$ cat config.mk
export PLATFORM = sky130hd
export DESIGN_NAME = lscb_top
export DESIGN_NICKNAME = d
export VERILOG_FILES = /design/src/design/lscb_pkg.sv /design/src/design/lscb_top.sv
export SDC_FILE = /design/constraint.sdc
export NUM_CORES = 1
export LEC_CHECK = 0
export BUFFER_PORTS_ARGS = -buffer_cell sky130_fd_sc_hd__buf_4
export CAP_MARGIN = 15
export CORE_MARGIN = 2
export CORE_UTILIZATION = 30
export CTS_BUF_LIST = sky130_fd_sc_hd__clkbuf_4
export CTS_CLUSTER_DIAMETER = 100
export DETAILED_ROUTE_END_ITERATION = 8
export PLACE_DENSITY = 0.53
export SETUP_SLACK_MARGIN = 0.1
export SLEW_MARGIN = 5
export SYNTH_ARGS = -nofsm -noshare
export SYNTH_HDL_FRONTEND = slang
export SYNTH_SLANG_ARGS = --single-unit
$ cat constraint.sdc
create_clock -name REF_CLK_I -period 2.42 [get_ports REF_CLK_I]
set_clock_uncertainty 0.05 [all_clocks]
set_input_delay 0.242 -clock REF_CLK_I [delete_from_list [all_inputs] [get_ports REF_CLK_I]]
set_output_delay 0.242 -clock REF_CLK_I [all_outputs]
set_load 0.01 [all_outputs]
$ cat src/design/lscb_pkg.sv
/*
  Constants, types and register layout of the low-speed clock select and
  backup block. Assumes a 20 MHz reference clock for all timing counts.
*/
package lscb_pkg;

  localparam int ADDR_W = 2;
  localparam int DATA_W = 16;
  localparam int CNT_W = 17;

  // Register map
  localparam logic [ADDR_W-1:0] ADDR_MODE = 2'h0;
  localparam logic [ADDR_W-1:0] ADDR_STAT = 2'h1;

  // Mode register fields
  localparam int MODE_OSC_LSB = 0;
  localparam int MODE_SEL0_BIT = 2;
  localparam int MODE_SEL1_BIT = 3;
  localparam int MODE_OUTSEL_BIT = 4;

  // Status register fields
  localparam int STAT_UNSTABLE_BIT = 0;
  localparam int STAT_STOPDET_BIT = 1;
  localparam int STAT_L0RC_BIT = 8;
  localparam int STAT_L0XT_BIT = 9;
  localparam int STAT_L1RC_BIT = 10;
  localparam int STAT_L1XT_BIT = 11;

  // Oscillator mode codes
  localparam logic [1:0] OSC_OFF = 2'h0;
  localparam logic [1:0] OSC_XTAL = 2'h1;
  localparam logic [1:0] OSC_EXT = 2'h2;

  // Timing
  localparam int CLK_KHZ = 20000;
  localparam int CLK_MHZ = 20;
  localparam int START_EDGES = 512;
  localparam int T_RC_START_US = 100;
  localparam int T_STAB_US = 100;
  localparam int WAKE_CYC = (T_RC_START_US + T_STAB_US) * CLK_MHZ;
  localparam int T_DET_NORM_MS = 4;
  localparam int T_DET_DEEP_MS = 5;
  localparam int DET_NORM_CYC_DEF = T_DET_NORM_MS * CLK_KHZ;
  localparam int DET_DEEP_CYC_DEF = T_DET_DEEP_MS * CLK_KHZ;

  typedef enum logic [3:0] {
    ST_START = 4'h1,
    ST_RUN = 4'h2,
    ST_STOP = 4'h4,
    ST_WAKE = 4'h8
  } lscb_state_t;

  typedef struct packed {
    logic [ADDR_W-1:0] addr;
    logic [DATA_W-1:0] wdata;
    logic wr;
    logic rd;
  } lscb_req_t;

  typedef struct packed {
    lscb_state_t st;
    logic rc_s1;
    logic rc_s2;
    logic rc_d;
    logic xt_s1;
    logic xt_s2;
    logic xt_d;
    logic [CNT_W-1:0] cnt;
    logic [CNT_W-1:0] quiet;
    logic [1:0] osc_mode;
    logic [1:0] src_sel;
    logic out_sel;
    logic unstable;
    logic stop_flag;
    logic [1:0] act_sel;
    logic [1:0] act_en;
    logic [1:0] clk_out;
    logic out_act;
    logic low_out;
    logic irq;
    logic run;
    logic xt_en;
    logic ign_a;
    logic ign_b;
    logic [DATA_W-1:0] rdata;
  } lscb_regs_t;

endpackage

$ cat src/design/lscb_top.sv
/*
  Low-speed clock select and backup: builds two low-speed clocks from the
  internal RC or the crystal/external source, holds the CPU at start and
  wake, watches the crystal for a stop and falls back to RC.
  Assumes both source clocks are far slower than REF_CLK_I and arrive
  asynchronously; timer X, standby control and other resets are on
  REF_CLK_I.
*/
// The implementer's own choices: the register addresses and the strobed register port.
`timescale 1ns/100ps
`default_nettype none

// Behaviour
// - each clock picks RC or crystal by select
// - output pin carries clock 0 or 1
// - CPU held until 512 source edges counted
// - power-on or pin reset selects RC
// - wake from stop waits RC start plus stabilization
// - crystal mode and external clock mode
// - mode makes one port setting ignored
// - stopped crystal falls back to RC
// - channel 1 fallback may be disabled
// - stop mode halts crystal; wake on RC
// - crystal starts on mode write while running
// - mode kept across other system resets
// - backup entered and interrupt raised after stop
// - detection time 4 ms, 5 ms deep halt
// - interrupt once until flag cleared
// - clock 0 follows stopped crystal, then RC
// - channel 1 without fallback stays on crystal
// - clock states follow the status table
// - external mode behaves as crystal mode
// - writing one clears stop detect flag
module lscb_top
  import lscb_pkg::*;
#(
  parameter int DET_NORM_CYC = DET_NORM_CYC_DEF,
  parameter int DET_DEEP_CYC = DET_DEEP_CYC_DEF
) (
  input wire logic REF_CLK_I,
  input wire logic RST_N_I,
  input wire logic SYS_RST_I,
  input wire logic RC_CLK_I,
  input wire logic XT_CLK_I,
  input wire logic STOP_I,
  input wire logic DEEP_HALT_I,
  input wire logic TMRX_DONE_I,
  input wire logic CH1_BACKUP_EN_I,
  input wire logic CH1_CLK_EN_I,
  input wire lscb_req_t REQ_I,
  output logic [DATA_W-1:0] RDATA_O,
  output logic LOW_SPEED_CLOCK_0_O,
  output logic LOW_SPEED_CLOCK_1_O,
  output logic LOW_CLOCK_OUT_O,
  output logic CPU_RUN_O,
  output logic XT_OSC_EN_O,
  output logic BACKUP_IRQ_O,
  output logic XT_PORT_A_IGNORE_O,
  output logic XT_PORT_B_IGNORE_O
);

  logic rst_meta;
  logic rst_sync;
  lscb_regs_t r;
  lscb_regs_t n;

  function automatic logic src_lvl(input logic sel, input logic rc, input logic xt);
    return sel ? xt : rc;
  endfunction

  function automatic logic osc_on(input logic [1:0] mode);
    return (mode == OSC_XTAL) || (mode == OSC_EXT);
  endfunction

  // Reset release through two flops
  always_ff @(posedge REF_CLK_I or negedge RST_N_I) begin
    if (!RST_N_I) begin
      rst_meta <= 1'b0;
      rst_sync <= 1'b0;
    end else begin
      rst_meta <= 1'b1;
      rst_sync <= rst_meta;
    end
  end

  always_comb begin
    logic rc_rise;
    logic xt_rise;
    logic armed;
    logic detect;
    logic cur;
    logic nsrc;
    logic forced;
    logic [1:0] want_en;
    logic [CNT_W-1:0] det_lim;
    logic [1:0] wmode;
    rc_rise = 1'b0;
    xt_rise = 1'b0;
    armed = 1'b0;
    detect = 1'b0;
    cur = 1'b0;
    nsrc = 1'b0;
    forced = 1'b0;
    want_en = 2'h0;
    det_lim = '0;
    wmode = 2'h0;
    n = r;
    n.rc_s1 = RC_CLK_I;
    n.rc_s2 = r.rc_s1;
    n.rc_d = r.rc_s2;
    n.xt_s1 = XT_CLK_I;
    n.xt_s2 = r.xt_s1;
    n.xt_d = r.xt_s2;
    n.irq = 1'b0;
    rc_rise = r.rc_s2 & ~r.rc_d;
    xt_rise = r.xt_s2 & ~r.xt_d;

    unique case (r.st)
      ST_START: begin
        if (src_lvl(r.src_sel[0], rc_rise, xt_rise)) begin
          n.cnt = r.cnt + CNT_W'(1);
          if (r.cnt == CNT_W'(START_EDGES - 1)) begin
            n.st = ST_RUN;
            n.cnt = '0;
          end
        end
      end
      ST_RUN: begin
        if (STOP_I) begin
          n.st = ST_STOP;
        end
      end
      ST_STOP: begin
        if (!STOP_I) begin
          n.st = ST_WAKE;
          n.cnt = '0;
        end
      end
      ST_WAKE: begin
        n.cnt = r.cnt + CNT_W'(1);
        if (r.cnt == CNT_W'(WAKE_CYC - 1)) begin
          n.st = ST_RUN;
          n.cnt = '0;
        end
      end
    endcase
    // Mode register survives; only the start sequence restarts
    if (SYS_RST_I) begin
      n.st = ST_START;
      n.cnt = '0;
    end

    // Stabilization wait ends on timer X
    if (TMRX_DONE_I && osc_on(r.osc_mode)) begin
      n.unstable = 1'b0;
    end

    if (REQ_I.wr && r.st == ST_RUN && !SYS_RST_I) begin
      if (REQ_I.addr == ADDR_MODE) begin
        wmode = REQ_I.wdata[MODE_OSC_LSB +: 2];
        n.osc_mode = wmode;
        n.out_sel = REQ_I.wdata[MODE_OUTSEL_BIT];
        if (!osc_on(wmode)) begin
          n.src_sel = 2'h0;
          n.unstable = 1'b1;
        end else begin
          if (!osc_on(r.osc_mode)) begin
            n.unstable = 1'b1;
          end
          // Crystal may be taken only once stable, and not in backup unless on channel 1 with its fallback disabled
          if (!REQ_I.wdata[MODE_SEL0_BIT]) begin
            n.src_sel[0] = 1'b0;
          end else if (!n.unstable && !r.stop_flag) begin
            n.src_sel[0] = 1'b1;
          end
          if (!REQ_I.wdata[MODE_SEL1_BIT]) begin
            n.src_sel[1] = 1'b0;
          end else if (!n.unstable && (!r.stop_flag || !CH1_BACKUP_EN_I)) begin
            n.src_sel[1] = 1'b1;
          end
        end
      end else if (REQ_I.addr == ADDR_STAT) begin
        if (REQ_I.wdata[STAT_STOPDET_BIT]) begin
          n.stop_flag = 1'b0;
        end
      end
    end

    // Silence watchdog on the crystal
    armed = osc_on(r.osc_mode) && !r.unstable && r.st != ST_STOP;
    det_lim = DEEP_HALT_I ? CNT_W'(DET_DEEP_CYC) : CNT_W'(DET_NORM_CYC);
    if (!armed || (r.xt_s2 != r.xt_d)) begin
      n.quiet = '0;
    end else if (r.quiet < det_lim) begin
      n.quiet = r.quiet + CNT_W'(1);
    end
    detect = armed && (r.quiet >= det_lim);
    if (detect) begin
      n.unstable = 1'b1;
      n.src_sel[0] = 1'b0;
      if (CH1_BACKUP_EN_I) begin
        n.src_sel[1] = 1'b0;
      end
      // Detection wins over a clear in the same cycle
      n.stop_flag = 1'b1;
      if (!r.stop_flag) begin
        n.irq = 1'b1;
      end
    end

    if (n.st == ST_STOP) begin
      n.src_sel = 2'h0;
      n.unstable = 1'b1;
    end
    n.xt_en = osc_on(n.osc_mode) && n.st != ST_STOP;
    n.ign_a = n.osc_mode == OSC_XTAL;
    n.ign_b = n.osc_mode == OSC_EXT;
    n.run = n.st == ST_RUN;

    // Clock gates; channel 1 is off without fallback and without crystal
    want_en[0] = n.st == ST_RUN;
    want_en[1] = want_en[0] && CH1_CLK_EN_I && (CH1_BACKUP_EN_I || n.src_sel[1]);
    for (int ch = 0; ch < 2; ch++) begin
      cur = src_lvl(r.act_sel[ch], r.rc_s2, r.xt_s2);
      nsrc = src_lvl(n.src_sel[ch], r.rc_s2, r.xt_s2);
      // A stalled crystal may hold high; leaving it then cannot make a runt
      forced = !n.src_sel[ch] && n.unstable;
      if (r.act_sel[ch] != n.src_sel[ch] && !nsrc && ((!cur && !r.clk_out[ch]) || forced)) begin
        n.act_sel[ch] = n.src_sel[ch];
      end
      cur = src_lvl(n.act_sel[ch], r.rc_s2, r.xt_s2);
      if (r.act_en[ch] != want_en[ch] && !cur && !r.clk_out[ch]) begin
        n.act_en[ch] = want_en[ch];
      end
      n.clk_out[ch] = n.act_en[ch] & cur;
    end
    if (r.out_act != n.out_sel && !n.clk_out[0] && !n.clk_out[1]) begin
      n.out_act = n.out_sel;
    end
    n.low_out = n.clk_out[n.out_act];

    n.rdata = '0;
    if (REQ_I.rd) begin
      if (REQ_I.addr == ADDR_MODE) begin
        n.rdata[MODE_OSC_LSB +: 2] = r.osc_mode;
        n.rdata[MODE_SEL0_BIT] = r.src_sel[0];
        n.rdata[MODE_SEL1_BIT] = r.src_sel[1];
        n.rdata[MODE_OUTSEL_BIT] = r.out_sel;
      end else if (REQ_I.addr == ADDR_STAT) begin
        n.rdata[STAT_UNSTABLE_BIT] = r.unstable;
        n.rdata[STAT_STOPDET_BIT] = r.stop_flag;
        n.rdata[STAT_L0RC_BIT] = !r.act_sel[0];
        n.rdata[STAT_L0XT_BIT] = r.act_sel[0];
        n.rdata[STAT_L1RC_BIT] = want_en[1] && !r.act_sel[1];
        n.rdata[STAT_L1XT_BIT] = want_en[1] && r.act_sel[1];
      end
    end
  end

  always_ff @(posedge REF_CLK_I or negedge rst_sync) begin
    if (!rst_sync) begin
      r <= '0;
      r.st <= ST_START;
      r.unstable <= 1'b1;
    end else begin
      r <= n;
    end
  end

  assign RDATA_O = r.rdata;
  assign LOW_SPEED_CLOCK_0_O = r.clk_out[0];
  assign LOW_SPEED_CLOCK_1_O = r.clk_out[1];
  assign LOW_CLOCK_OUT_O = r.low_out;
  assign CPU_RUN_O = r.run;
  assign XT_OSC_EN_O = r.xt_en;
  assign BACKUP_IRQ_O = r.irq;
  assign XT_PORT_A_IGNORE_O = r.ign_a;
  assign XT_PORT_B_IGNORE_O = r.ign_b;
endmodule

`default_nettype wire

-- Yosys cells after proc, flatten, opt, wreduce, memory -nomap -nowiden
Index checks and enable logic that the tools add are counted.
- register bits after elaboration: 75
- bits of input ports: 30
- output and inout bits: 24
- word-level logic and storage cells: 187
- add/subtract/negate cells: 2
- order comparisons: 3
- eq/ne operators: 26
- muxes and demuxes: 60
- bitwise operators: 6
- reduce and logical (&&, ||, !) cells: 63
- operators with widths (operator ; count):
    $mux 17 ; 7
    $pmux 17 s3 ; 1
    $mux 4 ; 9
    $add 17x1->17 const B ; 2
    $mux 1 ; 31
    $logic_and 1x1->1 ; 27
    $logic_not 1->1 ; 20
    $eq 17x12->1 const B ; 1
    $eq 17x9->1 const B ; 1
    $ge 17x17->1 ; 1
    $lt 17x17->1 ; 1
    $mux 16 ; 1
    $pmux 4 s4 ; 1
    $mux 2 ; 6
    $eq 2x1->1 const B ; 4
    $eq 4x2->1 const B ; 2
    $eq 4x3->1 const B ; 2
    $logic_or 1x1->1 ; 8
    $ne 4x3->1 const B ; 2
    $reduce_bool 2->1 ; 4
    $mux 7 ; 1
    $eq 2x2->1 const B ; 3
    $mux 6 ; 1
    $ne 1x1->1 ; 6
    13 further kinds ; 18

-- Longest topological paths before layout
- depth in word-level cells: 35
- mapped depth: 12
- depth with buffers taken out: 10

-- Worst setup path before layout
Ideal clock, no wire load.
- kind: flip-flop to flip-flop
- from: register r[76] in the netlist's numbering
- to: register r[25] in the netlist's numbering
- setup time: 0.125 ns
- arrival time: 2.134 ns
- required time: 2.245 ns
- setup slack: 0.111 ns
- stages on the path, launching flop included: 10
- path buffers: 2
- period minus slack after synthesis: 2.309 ns
- cell sequence: dfstp_2 buf_2 or2_1 clkbuf_1 o211a_1 inv_1 o21ai_2 nor3_1 a211oi_1 mux2_2
- RTL lines (item ; line ; source):
    from (decl) ; lscb_top.sv:64 ; lscb_regs_t r;
    from (signal assigned) ; lscb_top.sv:266 ; r <= n;

-- Worst setup path in the final report
- from: register r[49] in the netlist's numbering
- to: register r[47] in the netlist's numbering
- word-level cells in the longest chain between the ends: 2
- ends and longest elaborated chain (item ; line ; source):
    $lt 17x17->1 ; lscb_top.sv:194 ; end else if (r.quiet < det_lim) begin
    $reduce_bool 2->1 (no source line) ; - ;
Every way passes these cells.
A chain may end at the register's enable or synchronous reset.

==> reports/metrics.csv <==
stage,metric,value,unit
yosys,cell taking the most area after synthesis,dfrtp_1,
power_and_ir_drop,leak pwr,0.002417,uW
yosys,area fraction of the dominant cell type after synthesis,44.14,%
clock_tree,clock slew at reported path FFs,0.12,ns
critical_path,Arrival @ worst endpoint,2.66,ns
critical_path,critical path capture point type,flop,
yosys,sequential share of the synthesized area,45.41,%
detailed_routing,Post-DRT Antenna Nets,0,
die,die width,121.5,microns
place,routability cong.,0.8626,
job,max_cap viols,0,
detailed_routing,Avg WL per Cell,13.64,microns
finish,most frequent cells in the layout,"buf_4 (83), dfrtp_1 (72), nor2_1 (39), nand2_1 (26), nand3_1 (21)",
yosys,Post-synth EDFFs,0,
detailed_routing,vias,3370,
grt,largest net degree at the start of global routing,46,
critical_path,Setup crit start kind,flop,
finish,number of nets in the layout,560,
place,hpwl dp,6.771,mm
die,I/O Pins,54,
grt,grt ovf,0,
die,row count,42,
power_and_ir_drop,P per Cell Area,446.9,mW/mm^2
finish,design area,0.005470,sq mm
yosys,"Distinct cells, synth",71,
sta,highest clock rate,423.2,MHz
sta,Final min period,2.363,ns
yosys,Synth Instances,433,
yosys,Post-synth top flop,dfrtp_1,
power_and_ir_drop,Worst VDD drop,0.0003617,V
sta,Slew Limit Fails,0,
critical_path,worst endpoint required time,2.72,ns
yosys,Synth area leaders,"dfrtp_1 (44%), nor2_1 (4.3%), ha_1 (3.9%), buf_4 (3.1%), nand3_1 (2.9%)",
place,DP Worst Slack,-0.1186,ns
grt,GRT Total Usage,13.85,%
sta,min setup slack post-route,0.05716,ns
critical_path,CP Cell Sequence,"ha_1, and4b_1, buf_6, a2111oi_4, buf_4, nand4_4, or3_1, a21oi_1",
finish,Area growth syn-to-layout,32.16,%
yosys,mapped cell area,0.004139,sq mm
yosys,Yosys warning count,0,
yosys,Syn Area/Cell,9.559,sq um
critical_path,Top delay family on crit path,simple AND/OR/NAND/NOR gates,
critical_path,Buf/Inv on CP,2,
grt,first-pass GRT wire length,16.19,mm
die,die height,121.5,microns
critical_path,Crit Path Class,flop to flop,
detailed_routing,total wire length,9.520,mm
clock_tree,CTS tree,done,
die,die area,0.01475,sq mm
sta,Worst-Margin Slew,0.6389,ns
finish,"commonest non-fill, non-tap cell in the layout",buf_4,
sta,final setup fails,0,
grt,initial antenna violation count,0,
sta,Tcrit/Tclk final,97.64,%
die,Initial Util,31.01,%
detailed_routing,vias per cell,4.828,
critical_path,Worst path slowest cell,dfrtp_1,
yosys,ys async rst share,100.0,%
sta,Slew HR,57.36,%
clock_tree,CTS sink count,75,
sta,RSZ-0062 raised after global routing,yes,
place,quantity of I/O buffers inserted on ports,35,
die,core area,0.01335,sq mm
yosys,Synth Register Bits,75,
finish,fraction of layout cells with a size suffix above 1,33.72,%
min_path,Tightest Hold Check Type,primary input to flop,
clock_tree,CTS root buf,clkbuf_4,
clock_tree,Max Root-Sink Buffers,2,
finish,ant diodes,0,
status,status,"finished, final reports clean",
clock_tree,total CTS buffers,9,
detailed_routing,drt drc,0,
detailed_routing,drt first-iter violations,150,
critical_path,peak fanout along the critical path,5,
detailed_routing,drt first pass iters,5,
grt,vias in the first global route,3265,
clock_tree,H-Tree Depth,3,
place,Post-DP Area,0.004783,sq mm
sta,Final Hold Violating Endpoints,0,
critical_path,CP max stage delay,0.41,ns
clock_tree,worst skew pair latency,0.44,ns
==> cells by family (layout without fill, tap and decap cells) <==
kind of cell | count (synthesis) | after routing | synth area share [%]
XOR/XNOR | 16 | 16 | 3.386
adder cells (fa/ha/maj) | 13 | 13 | 3.930
AO/OA/AOI/OAI | 93 | 93 | 15.51
AND/OR/NAND/NOR | 176 | 177 | 22.58
buffers and inverters | 50 | 132 | 6.922
flip-flops | 75 | 75 | 45.41
multiplexers | 8 | 8 | 2.086
other | 2 | 8 | 0.1814
==> worst paths after layout <==
check,depth (start not counted),endpoint,from,slack (ns)
worst min-delay path,3,r[34]$_DFF_PN0_,REQ_I[2],0.04
worst max register to register,8,r[47]$_DFFE_PN0P_,r[49]$_DFFE_PN0P_,0.06
max in group asynchronous,1,r[44]$_DFFE_PN0P_,rst_sync$_DFF_PN0_,1.45
min in group asynchronous,2,rst_meta$_DFF_PN0_,RST_N_I,0.06
worst max-delay path,8,r[47]$_DFFE_PN0P_,r[49]$_DFFE_PN0P_,0.06
worst min register to register,0,r[55]$_DFFE_PN0P_,rst_sync$_DFF_PN0_,0.28
==> final cells by class <==
class	count	area, sq um
Fill cell	1303	7878
Clock inverter	4	98.84
Clock buffer	12	90.09
Sequential cell	75	1883
Tap cell	176	220.2
Multi-Input combinational cell	315	2336
Timing Repair Buffer	95	760.7
Inverter	21	81.33
==> routing by layer <==
metal  routed length, microns  vias to the layer above  part of all wire, %  global-route usage [%]
met2                     4495                       52                   47                   21.91
met4                      115                        0                  1.2                   3.520
met1                     4521                     1637                   47                   18.51
met5                        0                        -                    0                       0
met3                      388                        9                  4.1                   4.182
li1                         -                     1672                    -                       -
==> worst min-delay path, delay by kind of cell <==
kind     cells  cell delay (ns)
mux          1             0.08
buf+inv      2             0.17
==> sequential cells by signal, indices dropped and copies added (netlist names) <==
| name | flops |
|---|---|
| rst_sync | 1 |
| CPU_RUN_O | 1 |
| XT_OSC_EN_O | 1 |
| rst_meta | 1 |
| XT_PORT_B_IGNORE_O | 1 |
| XT_PORT_A_IGNORE_O | 1 |
| RDATA_O | 9 |
| n | 4 |
| BACKUP_IRQ_O | 1 |
| LOW_SPEED_CLOCK_0_O | 1 |
| LOW_SPEED_CLOCK_1_O | 1 |
| LOW_CLOCK_OUT_O | 1 |
| r | 52 |
==> where the power goes <==
part / internal (uW) / total [uW] / leakage, uW / switching [uW]
sequential: 1260 / 1280 / 0.00102 / 19.5
clock: 561 / 1000 / 0.000102 / 442
combinational: 72.5 / 158 / 0.00130 / 85.6
total: 1900 / 2440 / 0.00242 / 547
==> Yosys cell counts (all sizes together), types with 4 or more instances <==
library cell  instances
dfrtp                73
nor2                 48
o21ai                34
nand2                30
nand3                24
buf                  23
inv                  21
a21oi                19
nor3                 14
ha                   13
nand2b               11
xnor2                11
and3                 10
o31ai                 9
nand4                 7
clkbuf                6
and2                  5
mux2                  5
nor2b                 5
or3                   5
xor2                  5
a31oi                 4
o21a                  4
or2                   4
==> per-stage QoR <==
stage | TNS, ns | util [%] | power (uW) | std cells | hold slack, ns
6_report | 0 | 40.98 | 2444 | 698 | 0.03648
5_1_grt | -0.4175 | 40.98 | 2560 | 698 | 0.004618
4_1_cts | 0 | 38.82 | 2482 | 690 | 0.0004223
3_5_place_dp | -0.7672 | 35.84 | 1443 | 665 | -0.02082
3_3_place_gp | -0.3260 | 35.84 | 1440 | 665 | -0.02242
2_1_floorplan | 0 | - | 1388 | 439 | -0.1036
==> timing repair <==
item                                   in CTS  in global routing
buffers inserted                            3                  8
gates cloned                                1                  0
endpoints found under the hold margin       6                  0
resized for setup                          27                 49
setup endpoints to repair                  32                 35
hold buffers                                5                  0
pin swaps                                  25                 27
Power figures use the tool's default switching activity.
